`src/latch_driver_pkg.sv`:
```
// constants and types shared by the serial latch driver design
//
// Notes on behaviour
// - shift on shift_clk rise, copy on latch_clk rise
// - storage reaches outputs only while clear_n high
// - clear_n low zeroes chain, storage, outputs
// - output enable high forces every channel off
// - output enable low: channels follow storage bits
// - channel zero is off, one sinks current
// - serial_dout updates from last stage on fall
// - input bit reaches serial_dout after 7.5 periods
package latch_driver_pkg;

  // ----------------------------------------------------------------
  // widths and depths
  // ----------------------------------------------------------------
  localparam int CHAIN_W = 8;
  localparam int FIFO_DEPTH = 8;
  localparam int EV_W = 3;
  localparam int PIN_W = 5;

  // ----------------------------------------------------------------
  // positions of the pins in the sampled pin vector
  // ----------------------------------------------------------------
  localparam int PIN_SHIFT = 0;
  localparam int PIN_LATCH = 1;
  localparam int PIN_DIN = 2;
  localparam int PIN_CLEAR = 3;
  localparam int PIN_OE = 4;
  // safe idle level: clear asserted, output enable off
  localparam logic [4:0] PIN_IDLE = 5'h10;

  // ----------------------------------------------------------------
  // event word: kind in the upper bits, serial bit in bit 0
  // ----------------------------------------------------------------
  localparam int EV_BIT = 0;
  localparam int EV_KIND_LO = 1;
  localparam logic [1:0] EV_SHIFT_RISE = 2'h1;
  localparam logic [1:0] EV_SHIFT_FALL = 2'h2;
  localparam logic [1:0] EV_LATCH_RISE = 2'h3;

  // ----------------------------------------------------------------
  // reset values
  // ----------------------------------------------------------------
  localparam logic [7:0] CHAIN_RESET = 8'h00;
  localparam logic [7:0] CHANNELS_OFF = 8'h00;

  // ----------------------------------------------------------------
  // timing
  // ----------------------------------------------------------------
  localparam int CORE_CLK_PERIOD_NS = 25;
  localparam int LATCH_SETUP_NS = 200;
  localparam int LATCH_SETUP_CYC =
    (LATCH_SETUP_NS + CORE_CLK_PERIOD_NS - 1) / CORE_CLK_PERIOD_NS;

  // ----------------------------------------------------------------
  // core sequencer states
  // ----------------------------------------------------------------
  typedef enum logic [1:0] {
    ST_RUN = 2'b01,
    ST_COMMIT = 2'b10
  } core_state_e;

endpackage

```
`src/event_if.sv`:
```
// valid/ready carrier for pin events between sampler, fifo and core
`timescale 1ns/1ps
interface event_if #(
  parameter int WIDTH = latch_driver_pkg::EV_W
);
  logic valid;
  logic ready;
  logic [WIDTH-1:0] data;

  // producer drives valid and data
  modport source (
    output valid,
    output data,
    input ready
  );

  // consumer drives ready
  modport sink (
    input valid,
    input data,
    output ready
  );
endinterface

```
`src/event_fifo.sv`:
```
// synchronous fifo with valid/ready on both sides
`timescale 1ns/1ps
module event_fifo #(
  parameter int WIDTH = latch_driver_pkg::EV_W,
  parameter int DEPTH = latch_driver_pkg::FIFO_DEPTH
) (
  // clock and reset
  input wire logic clk,
  input wire logic rst,
  input wire logic flush,
  // filling side
  event_if.sink in_port,
  // draining side
  event_if.source out_port
);
  localparam int AW = $clog2(DEPTH);

  logic [WIDTH-1:0] mem [DEPTH];
  logic [AW-1:0] wr_ptr;
  logic [AW-1:0] rd_ptr;
  logic [AW:0] count;
  logic [AW-1:0] next_wr_ptr;
  logic [AW-1:0] next_rd_ptr;
  logic [AW:0] next_count;
  logic push;
  logic pop;

  // honest full and empty
  assign in_port.ready = (count != (AW+1)'(DEPTH));
  assign out_port.valid = (count != '0);
  assign out_port.data = mem[rd_ptr];
  assign push = in_port.valid && in_port.ready;
  assign pop = out_port.valid && out_port.ready;

  // pointer and count update
  always_comb
  begin
    next_wr_ptr = wr_ptr;
    next_rd_ptr = rd_ptr;
    next_count = count;
    if (flush)
    begin
      next_wr_ptr = '0;
      next_rd_ptr = '0;
      next_count = '0;
    end
    else
    begin
      if (push)
        next_wr_ptr = (wr_ptr == AW'(DEPTH - 1)) ? '0 : wr_ptr + 1'b1;
      if (pop)
        next_rd_ptr = (rd_ptr == AW'(DEPTH - 1)) ? '0 : rd_ptr + 1'b1;
      if (push && !pop)
        next_count = count + 1'b1;
      else if (pop && !push)
        next_count = count - 1'b1;
    end
  end

  // pointer registers
  always_ff @(posedge clk)
  begin
    if (rst)
    begin
      wr_ptr <= '0;
      rd_ptr <= '0;
      count <= '0;
    end
    else
    begin
      wr_ptr <= next_wr_ptr;
      rd_ptr <= next_rd_ptr;
      count <= next_count;
    end
  end

  // storage array, written on push only
  always_ff @(posedge clk)
  begin
    if (push && !flush)
      mem[wr_ptr] <= in_port.data;
  end
endmodule // event_fifo

```
`src/serial_latch_driver.sv`:
```
// serial-in, parallel-out latch driver with eight low-side channels
`timescale 1ns/1ps
module serial_latch_driver #(
  parameter int CHAIN_W = latch_driver_pkg::CHAIN_W,
  parameter int DEPTH = latch_driver_pkg::FIFO_DEPTH
) (
  // core clock and reset
  input wire logic CORE_CLK,
  input wire logic RESET,
  // serial pins from the host
  input wire logic SHIFT_CLK,
  input wire logic LATCH_CLK,
  input wire logic SERIAL_DIN,
  input wire logic CLEAR_N,
  input wire logic OUTPUT_EN_N,
  // cascade output
  output logic SERIAL_DOUT,
  // drain switch controls, one turns the switch on
  output logic [CHAIN_W-1:0] CHANNEL_OUT,
  // event lost because the fifo was full
  output logic EVENT_OVERRUN
);

  // ----------------------------------------------------------------
  // pin sampling
  // ----------------------------------------------------------------
  logic [4:0] pins;
  logic [4:0] sync1;
  logic [4:0] sync2;
  logic [4:0] sync3;
  logic [4:0] filt;
  logic [4:0] prev;
  logic [4:0] next_filt;

  assign pins = {OUTPUT_EN_N, CLEAR_N, SERIAL_DIN, LATCH_CLK, SHIFT_CLK};

  // a pin change counts once the second and third stages agree
  genvar gi;
  generate
    for (gi = 0; gi < latch_driver_pkg::PIN_W; gi++)
    begin : g_filter
      assign next_filt[gi] = (sync2[gi] == sync3[gi]) ? sync3[gi]
                                                       : filt[gi];
    end
  endgenerate

  // three-stage synchroniser and filtered level
  always_ff @(posedge CORE_CLK)
  begin
    if (RESET)
    begin
      sync1 <= latch_driver_pkg::PIN_IDLE;
      sync2 <= latch_driver_pkg::PIN_IDLE;
      sync3 <= latch_driver_pkg::PIN_IDLE;
      filt <= latch_driver_pkg::PIN_IDLE;
      prev <= latch_driver_pkg::PIN_IDLE;
    end
    else
    begin
      sync1 <= pins;
      sync2 <= sync1;
      sync3 <= sync2;
      filt <= next_filt;
      prev <= filt;
    end
  end

  // ----------------------------------------------------------------
  // edge detection and event generation
  // ----------------------------------------------------------------
  logic clear_ok;
  logic oe_n;
  logic shift_rise;
  logic shift_fall;
  logic latch_rise;
  logic latch_pend;
  logic next_latch_pend;
  logic overrun;
  logic next_overrun;

  assign clear_ok = filt[latch_driver_pkg::PIN_CLEAR];
  assign oe_n = filt[latch_driver_pkg::PIN_OE];
  assign shift_rise = filt[latch_driver_pkg::PIN_SHIFT]
                    && !prev[latch_driver_pkg::PIN_SHIFT];
  assign shift_fall = !filt[latch_driver_pkg::PIN_SHIFT]
                    && prev[latch_driver_pkg::PIN_SHIFT];
  assign latch_rise = filt[latch_driver_pkg::PIN_LATCH]
                    && !prev[latch_driver_pkg::PIN_LATCH];

  event_if #(.WIDTH(latch_driver_pkg::EV_W)) ev_in ();
  event_if #(.WIDTH(latch_driver_pkg::EV_W)) ev_out ();

  // shift edges go first; a latch edge in the same cycle waits one
  always_comb
  begin
    ev_in.valid = 1'b0;
    ev_in.data = '0;
    next_latch_pend = latch_pend;
    next_overrun = overrun;
    if (!clear_ok)
    begin
      next_latch_pend = 1'b0;
      next_overrun = 1'b0;
    end
    else
    begin
      if (shift_rise)
      begin
        ev_in.valid = 1'b1;
        ev_in.data = {latch_driver_pkg::EV_SHIFT_RISE,
                      filt[latch_driver_pkg::PIN_DIN]};
      end
      else if (shift_fall)
      begin
        ev_in.valid = 1'b1;
        ev_in.data = {latch_driver_pkg::EV_SHIFT_FALL, 1'b0};
      end
      else if (latch_rise || latch_pend)
      begin
        ev_in.valid = 1'b1;
        ev_in.data = {latch_driver_pkg::EV_LATCH_RISE, 1'b0};
      end
      // host spacing keeps a pended latch clear of the next shift
      if (latch_rise && (shift_rise || shift_fall))
        next_latch_pend = 1'b1;
      else if (ev_in.valid && ev_in.ready)
        next_latch_pend = 1'b0;
      if (ev_in.valid && !ev_in.ready)
        next_overrun = 1'b1;
    end
  end

  // event generation registers
  always_ff @(posedge CORE_CLK)
  begin
    if (RESET)
    begin
      latch_pend <= 1'b0;
      overrun <= 1'b0;
    end
    else
    begin
      latch_pend <= next_latch_pend;
      overrun <= next_overrun;
    end
  end

  // ----------------------------------------------------------------
  // event buffer
  // ----------------------------------------------------------------
  event_fifo #(
    .WIDTH(latch_driver_pkg::EV_W),
    .DEPTH(DEPTH)
  ) u_fifo (
    .clk(CORE_CLK),
    .rst(RESET),
    .flush(!clear_ok),
    .in_port(ev_in.sink),
    .out_port(ev_out.source)
  );

  // ----------------------------------------------------------------
  // shift chain, storage and cascade output
  // ----------------------------------------------------------------
  latch_driver_pkg::core_state_e state;
  latch_driver_pkg::core_state_e next_state;
  logic [CHAIN_W-1:0] chain;
  logic [CHAIN_W-1:0] storage;
  logic [CHAIN_W-1:0] next_chain;
  logic [CHAIN_W-1:0] next_storage;
  logic [1:0] ev_kind;
  logic ev_bit;
  logic take;
  logic next_dout;

  assign ev_kind = ev_out.data[latch_driver_pkg::EV_KIND_LO +: 2];
  assign ev_bit = ev_out.data[latch_driver_pkg::EV_BIT];
  // the core stalls for one cycle after each commit
  assign ev_out.ready = (state == latch_driver_pkg::ST_RUN);
  assign take = ev_out.valid && ev_out.ready;

  // apply one event per cycle
  always_comb
  begin
    next_state = state;
    next_chain = chain;
    next_storage = storage;
    next_dout = SERIAL_DOUT;
    if (!clear_ok)
    begin
      next_state = latch_driver_pkg::ST_RUN;
      next_chain = latch_driver_pkg::CHAIN_RESET;
      next_storage = latch_driver_pkg::CHAIN_RESET;
      next_dout = 1'b0;
    end
    else
    begin
      case (state)
        latch_driver_pkg::ST_RUN:
        begin
          if (take && ev_kind == latch_driver_pkg::EV_SHIFT_RISE)
            next_chain = {chain[CHAIN_W-2:0], ev_bit};
          else if (take && ev_kind == latch_driver_pkg::EV_SHIFT_FALL)
            next_dout = chain[CHAIN_W-1];
          else if (take && ev_kind == latch_driver_pkg::EV_LATCH_RISE)
          begin
            next_storage = chain;
            next_state = latch_driver_pkg::ST_COMMIT;
          end
        end
        latch_driver_pkg::ST_COMMIT:
          next_state = latch_driver_pkg::ST_RUN;
        default:
          next_state = latch_driver_pkg::ST_RUN;
      endcase
    end
  end

  // core registers
  always_ff @(posedge CORE_CLK)
  begin
    if (RESET)
    begin
      state <= latch_driver_pkg::ST_RUN;
      chain <= latch_driver_pkg::CHAIN_RESET;
      storage <= latch_driver_pkg::CHAIN_RESET;
      SERIAL_DOUT <= 1'b0;
    end
    else
    begin
      state <= next_state;
      chain <= next_chain;
      storage <= next_storage;
      SERIAL_DOUT <= next_dout;
    end
  end

  // ----------------------------------------------------------------
  // output buffers
  // ----------------------------------------------------------------
  logic [CHAIN_W-1:0] next_channels;

  // gate storage by clear and output enable
  always_comb
  begin
    if (!clear_ok)
      next_channels = latch_driver_pkg::CHANNELS_OFF;
    else if (oe_n)
      next_channels = latch_driver_pkg::CHANNELS_OFF;
    else
      next_channels = storage;
  end

  // output registers
  always_ff @(posedge CORE_CLK)
  begin
    if (RESET)
    begin
      CHANNEL_OUT <= latch_driver_pkg::CHANNELS_OFF;
      EVENT_OVERRUN <= 1'b0;
    end
    else
    begin
      CHANNEL_OUT <= next_channels;
      EVENT_OVERRUN <= overrun;
    end
  end
endmodule // serial_latch_driver

```
`config.mk`:
```
export PLATFORM = sky130hd
export DESIGN_NAME = serial_latch_driver
export DESIGN_NICKNAME = d
export VERILOG_FILES = /design/src/latch_driver_pkg.sv /design/src/event_if.sv /design/src/event_fifo.sv /design/src/serial_latch_driver.sv
export SDC_FILE = /design/constraint.sdc
export NUM_CORES = 1
export LEC_CHECK = 0
export ABC_AREA = 0
export BUFFER_PORTS_ARGS = -buffer_cell sky130_fd_sc_hd__buf_2
export CAP_MARGIN = 5
export CORE_ASPECT_RATIO = 1.25
export CORE_MARGIN = 4
export CORE_UTILIZATION = 64
export DETAILED_ROUTE_END_ITERATION = 6
export GPL_TIMING_DRIVEN = 0
export HOLD_SLACK_MARGIN = 0.02
export PLACE_DENSITY = 0.83
export SYNTH_ARGS = -nofsm -noshare
export SYNTH_HDL_FRONTEND = slang
export SYNTH_HIERARCHICAL = 1
export SYNTH_SLANG_ARGS = --single-unit
```
`constraint.sdc`:
```
create_clock -name CORE_CLK -period 7.73 [get_ports CORE_CLK]
set_input_delay 1.1595 -clock CORE_CLK [delete_from_list [all_inputs] [get_ports CORE_CLK]]
set_output_delay 1.1595 -clock CORE_CLK [all_outputs]
set_load 0.01 [all_outputs]
```
==> metrics <==
Post-CTS Setup Inserts 0; post-route insts no fill roughly 370; post-synthesis instance total 275; Lkg Pwr 1.381 nW; RSZ-0062 raised after global routing false; initial DRC count 99; Hold Startpoint sync1[4]; gr usage total 0.1898; Vias slightly below 2000; Die Width 72.49 microns; Design Power 0.7917 mW; # fillers 354; Worst-Margin Slew ~0.73 ns; post-synthesis register bit count 89; layout cells sized above 1 0.1987; number of synthesized flops with an enable pin 24; final count of hold timing violations 0; crit path capture type flop; Worst EP arrival 3.24 ns; I/O Buffers 16; ys async rst share 0; FF-to-FF setup slack between 4 and 5 ns; drt first pass iters 5; final core utilization 0.7298; VDD IR max 185.3 uV; TritonCTS clock tree built; Slew HR 0.5102; Final WS setup 4.746 ns; hold-critical path endpoint sync2[4]; Setup TNS 0 ns; endpoints failing setup 0; Fmax approximately 340 MHz; first-pass GRT wire length 9087 microns; reg2reg start filt[0]; Remaining Overflow, GRT 0; n_diodes 0; Synth Flop Type dfxtp_1; hold crit path type reg2reg; final instance area 3681 sq um; syn_nets 292; largest net degree at the start of global routing 17; Antenna Nets Post-Route 0; drt total wl roughly 5300 microns; Clock Latency Late Sink 0.36 ns; number of global-route vias before repair about 2000; FF-to-FF path depth 13; drt wl/cell 14.36 microns; FF-to-FF End u_fifo/count[3]; power per cell area 215.1 nW/um^2; post_cts resized 0; CORE AREA 5044 sq um; Die Area 6423 sq um; fin crit period a little under 3 ns; WP data required between 7 and 8 ns; crit path kind reg2reg; CTS Sinks between 80 and 90; clk_skew 0.01154 ns; worst slack at placement 4.749 ns; IO Pins 17; distinct cell type count after synthesis 45; Max Slew Vio Count 0; P&R area growth vs syn 10.64%; register area share after synthesis 0.6077; Initial Util 0.6596; yosys warns 6; drt drc 0; Root Buffer clkbuf_8; leading cell types in the layout, fill and taps excluded dfxtp_1 (65), nand2_1 (28), edfxtp_1 (24); CTS Hold Bufs 0; gp weighted congestion approximately 0.78; status complete, no violations; Worst-path clk slew 0.09 ns; Final Cycle Share 0.3861; post-DR vias/cell 5.374; hold_ws 0.4150 ns; Avg Cell Area, Syn 12.10 sq um; initial antenna violation count 0; DP HPWL 3652 microns; Post-Syn Area 3327 sq um; H-tree depth 3; MaxCap Viol Count 0; Placed Area 3485 sq um; CP Launch Type flop; commonest non-fill, non-tap cell in the layout dfxtp_1; maximum clock path buffer count 2; placed insts between 300 and 400; Worst Hold Depth 1; CP Max Fanout 6; Site Rows 29; cts bufs inserted 9; final net count 319; Die H just under 90 microns
[Yosys cell counts, drive strengths merged, types with 3 or more instances]
cell type  number  area share
mux2i          18       0.054
clkbuf          3      0.0034
and2            9       0.017
ha              9       0.034
nor2           18       0.020
edfxtp         24        0.22
mux2            3       0.010
nor3            3      0.0045
nand2          31       0.041
nor2b          15       0.029
o21ai           4      0.0060
a21oi          15       0.025
or2             4      0.0075
mux4            6       0.041
nand2b          5      0.0094
dfxtp          65        0.39
nand4b          3      0.0079
buf             7       0.014
or3             3      0.0075
nand3           5      0.0075
inv             9       0.010
[registers in the layout (all words and copies together) (netlist names), 4 cells and up, named ones only]
name and cells:
CHANNEL_OUT 8, chain 8, filt 5, storage 8
sync1 5, sync2 5, sync3 5, u_fifo/count 4
u_fifo/mem 24
[how the worst max path moves through the flow]
stage                        from              end  depth (start not counted)
after floorplan           filt[0]  u_fifo/count[3]                         13
after global placement    filt[0]  u_fifo/count[3]                         13
after detailed placement  filt[0]  u_fifo/count[3]                         13
after CTS                 filt[0]  u_fifo/count[3]                         13
after global routing      filt[0]  u_fifo/count[3]                         13
final                     filt[0]  u_fifo/count[3]                         13
[kinds of logic after synthesis]
kind of cell,after synthesis,synth area share
AO/OA/AOI/OAI,26,0.04739
flip-flops,89,0.6077
buffers and inverters,19,0.02745
XOR/XNOR,2,0.005266
adder cells (fa/ha/maj),10,0.03987
AND/OR/NAND/NOR,102,0.1674
multiplexers,27,0.1049
[final cells by class]
| type | count | area [sq um] | area share |
|---|---|---|---|
| Buffer | 10 | 57.56 | 0.01564 |
| Sequential cell | 89 | 2022 | 0.5493 |
| Inverter | 9 | 33.78 | 0.009177 |
| Timing Repair Buffer | 16 | 80.08 | 0.02175 |
| Tap cell | 62 | 77.57 | 0.02107 |
| Multi-Input combinational cell | 167 | 1214 | 0.3297 |
| Clock buffer | 11 | 152.6 | 0.04147 |
| Clock inverter | 5 | 43.79 | 0.01190 |
[worst max-delay path, cell delays in order (launching register included)]
cell and delay, ns:
dfxtp_1 0.39, inv_1 0.08, ha_1 0.21, nor3b_1 0.42, a21oi_1 0.31, nand2_8 0.14
inv_1 0.05, ha_1 0.20, inv_1 0.13, ha_1 0.28, a21oi_1 0.22, a211o_1 0.19
a211oi_1 0.07, a31o_2 0.21
[power breakdown]
part	switching, mW	internal (mW)
clock network	0.164	0.141
logic	0.00313	0.00331
registers	0.00121	0.478
[per-layer routing]
metal / global-route usage / wire, microns
met3: 0.02955 / 189
met5: 0 / 0
met1: 0.2242 / 2272
met2: 0.3256 / 2738
met4: 0.1141 / 97
Power figures use the tool's default switching activity.
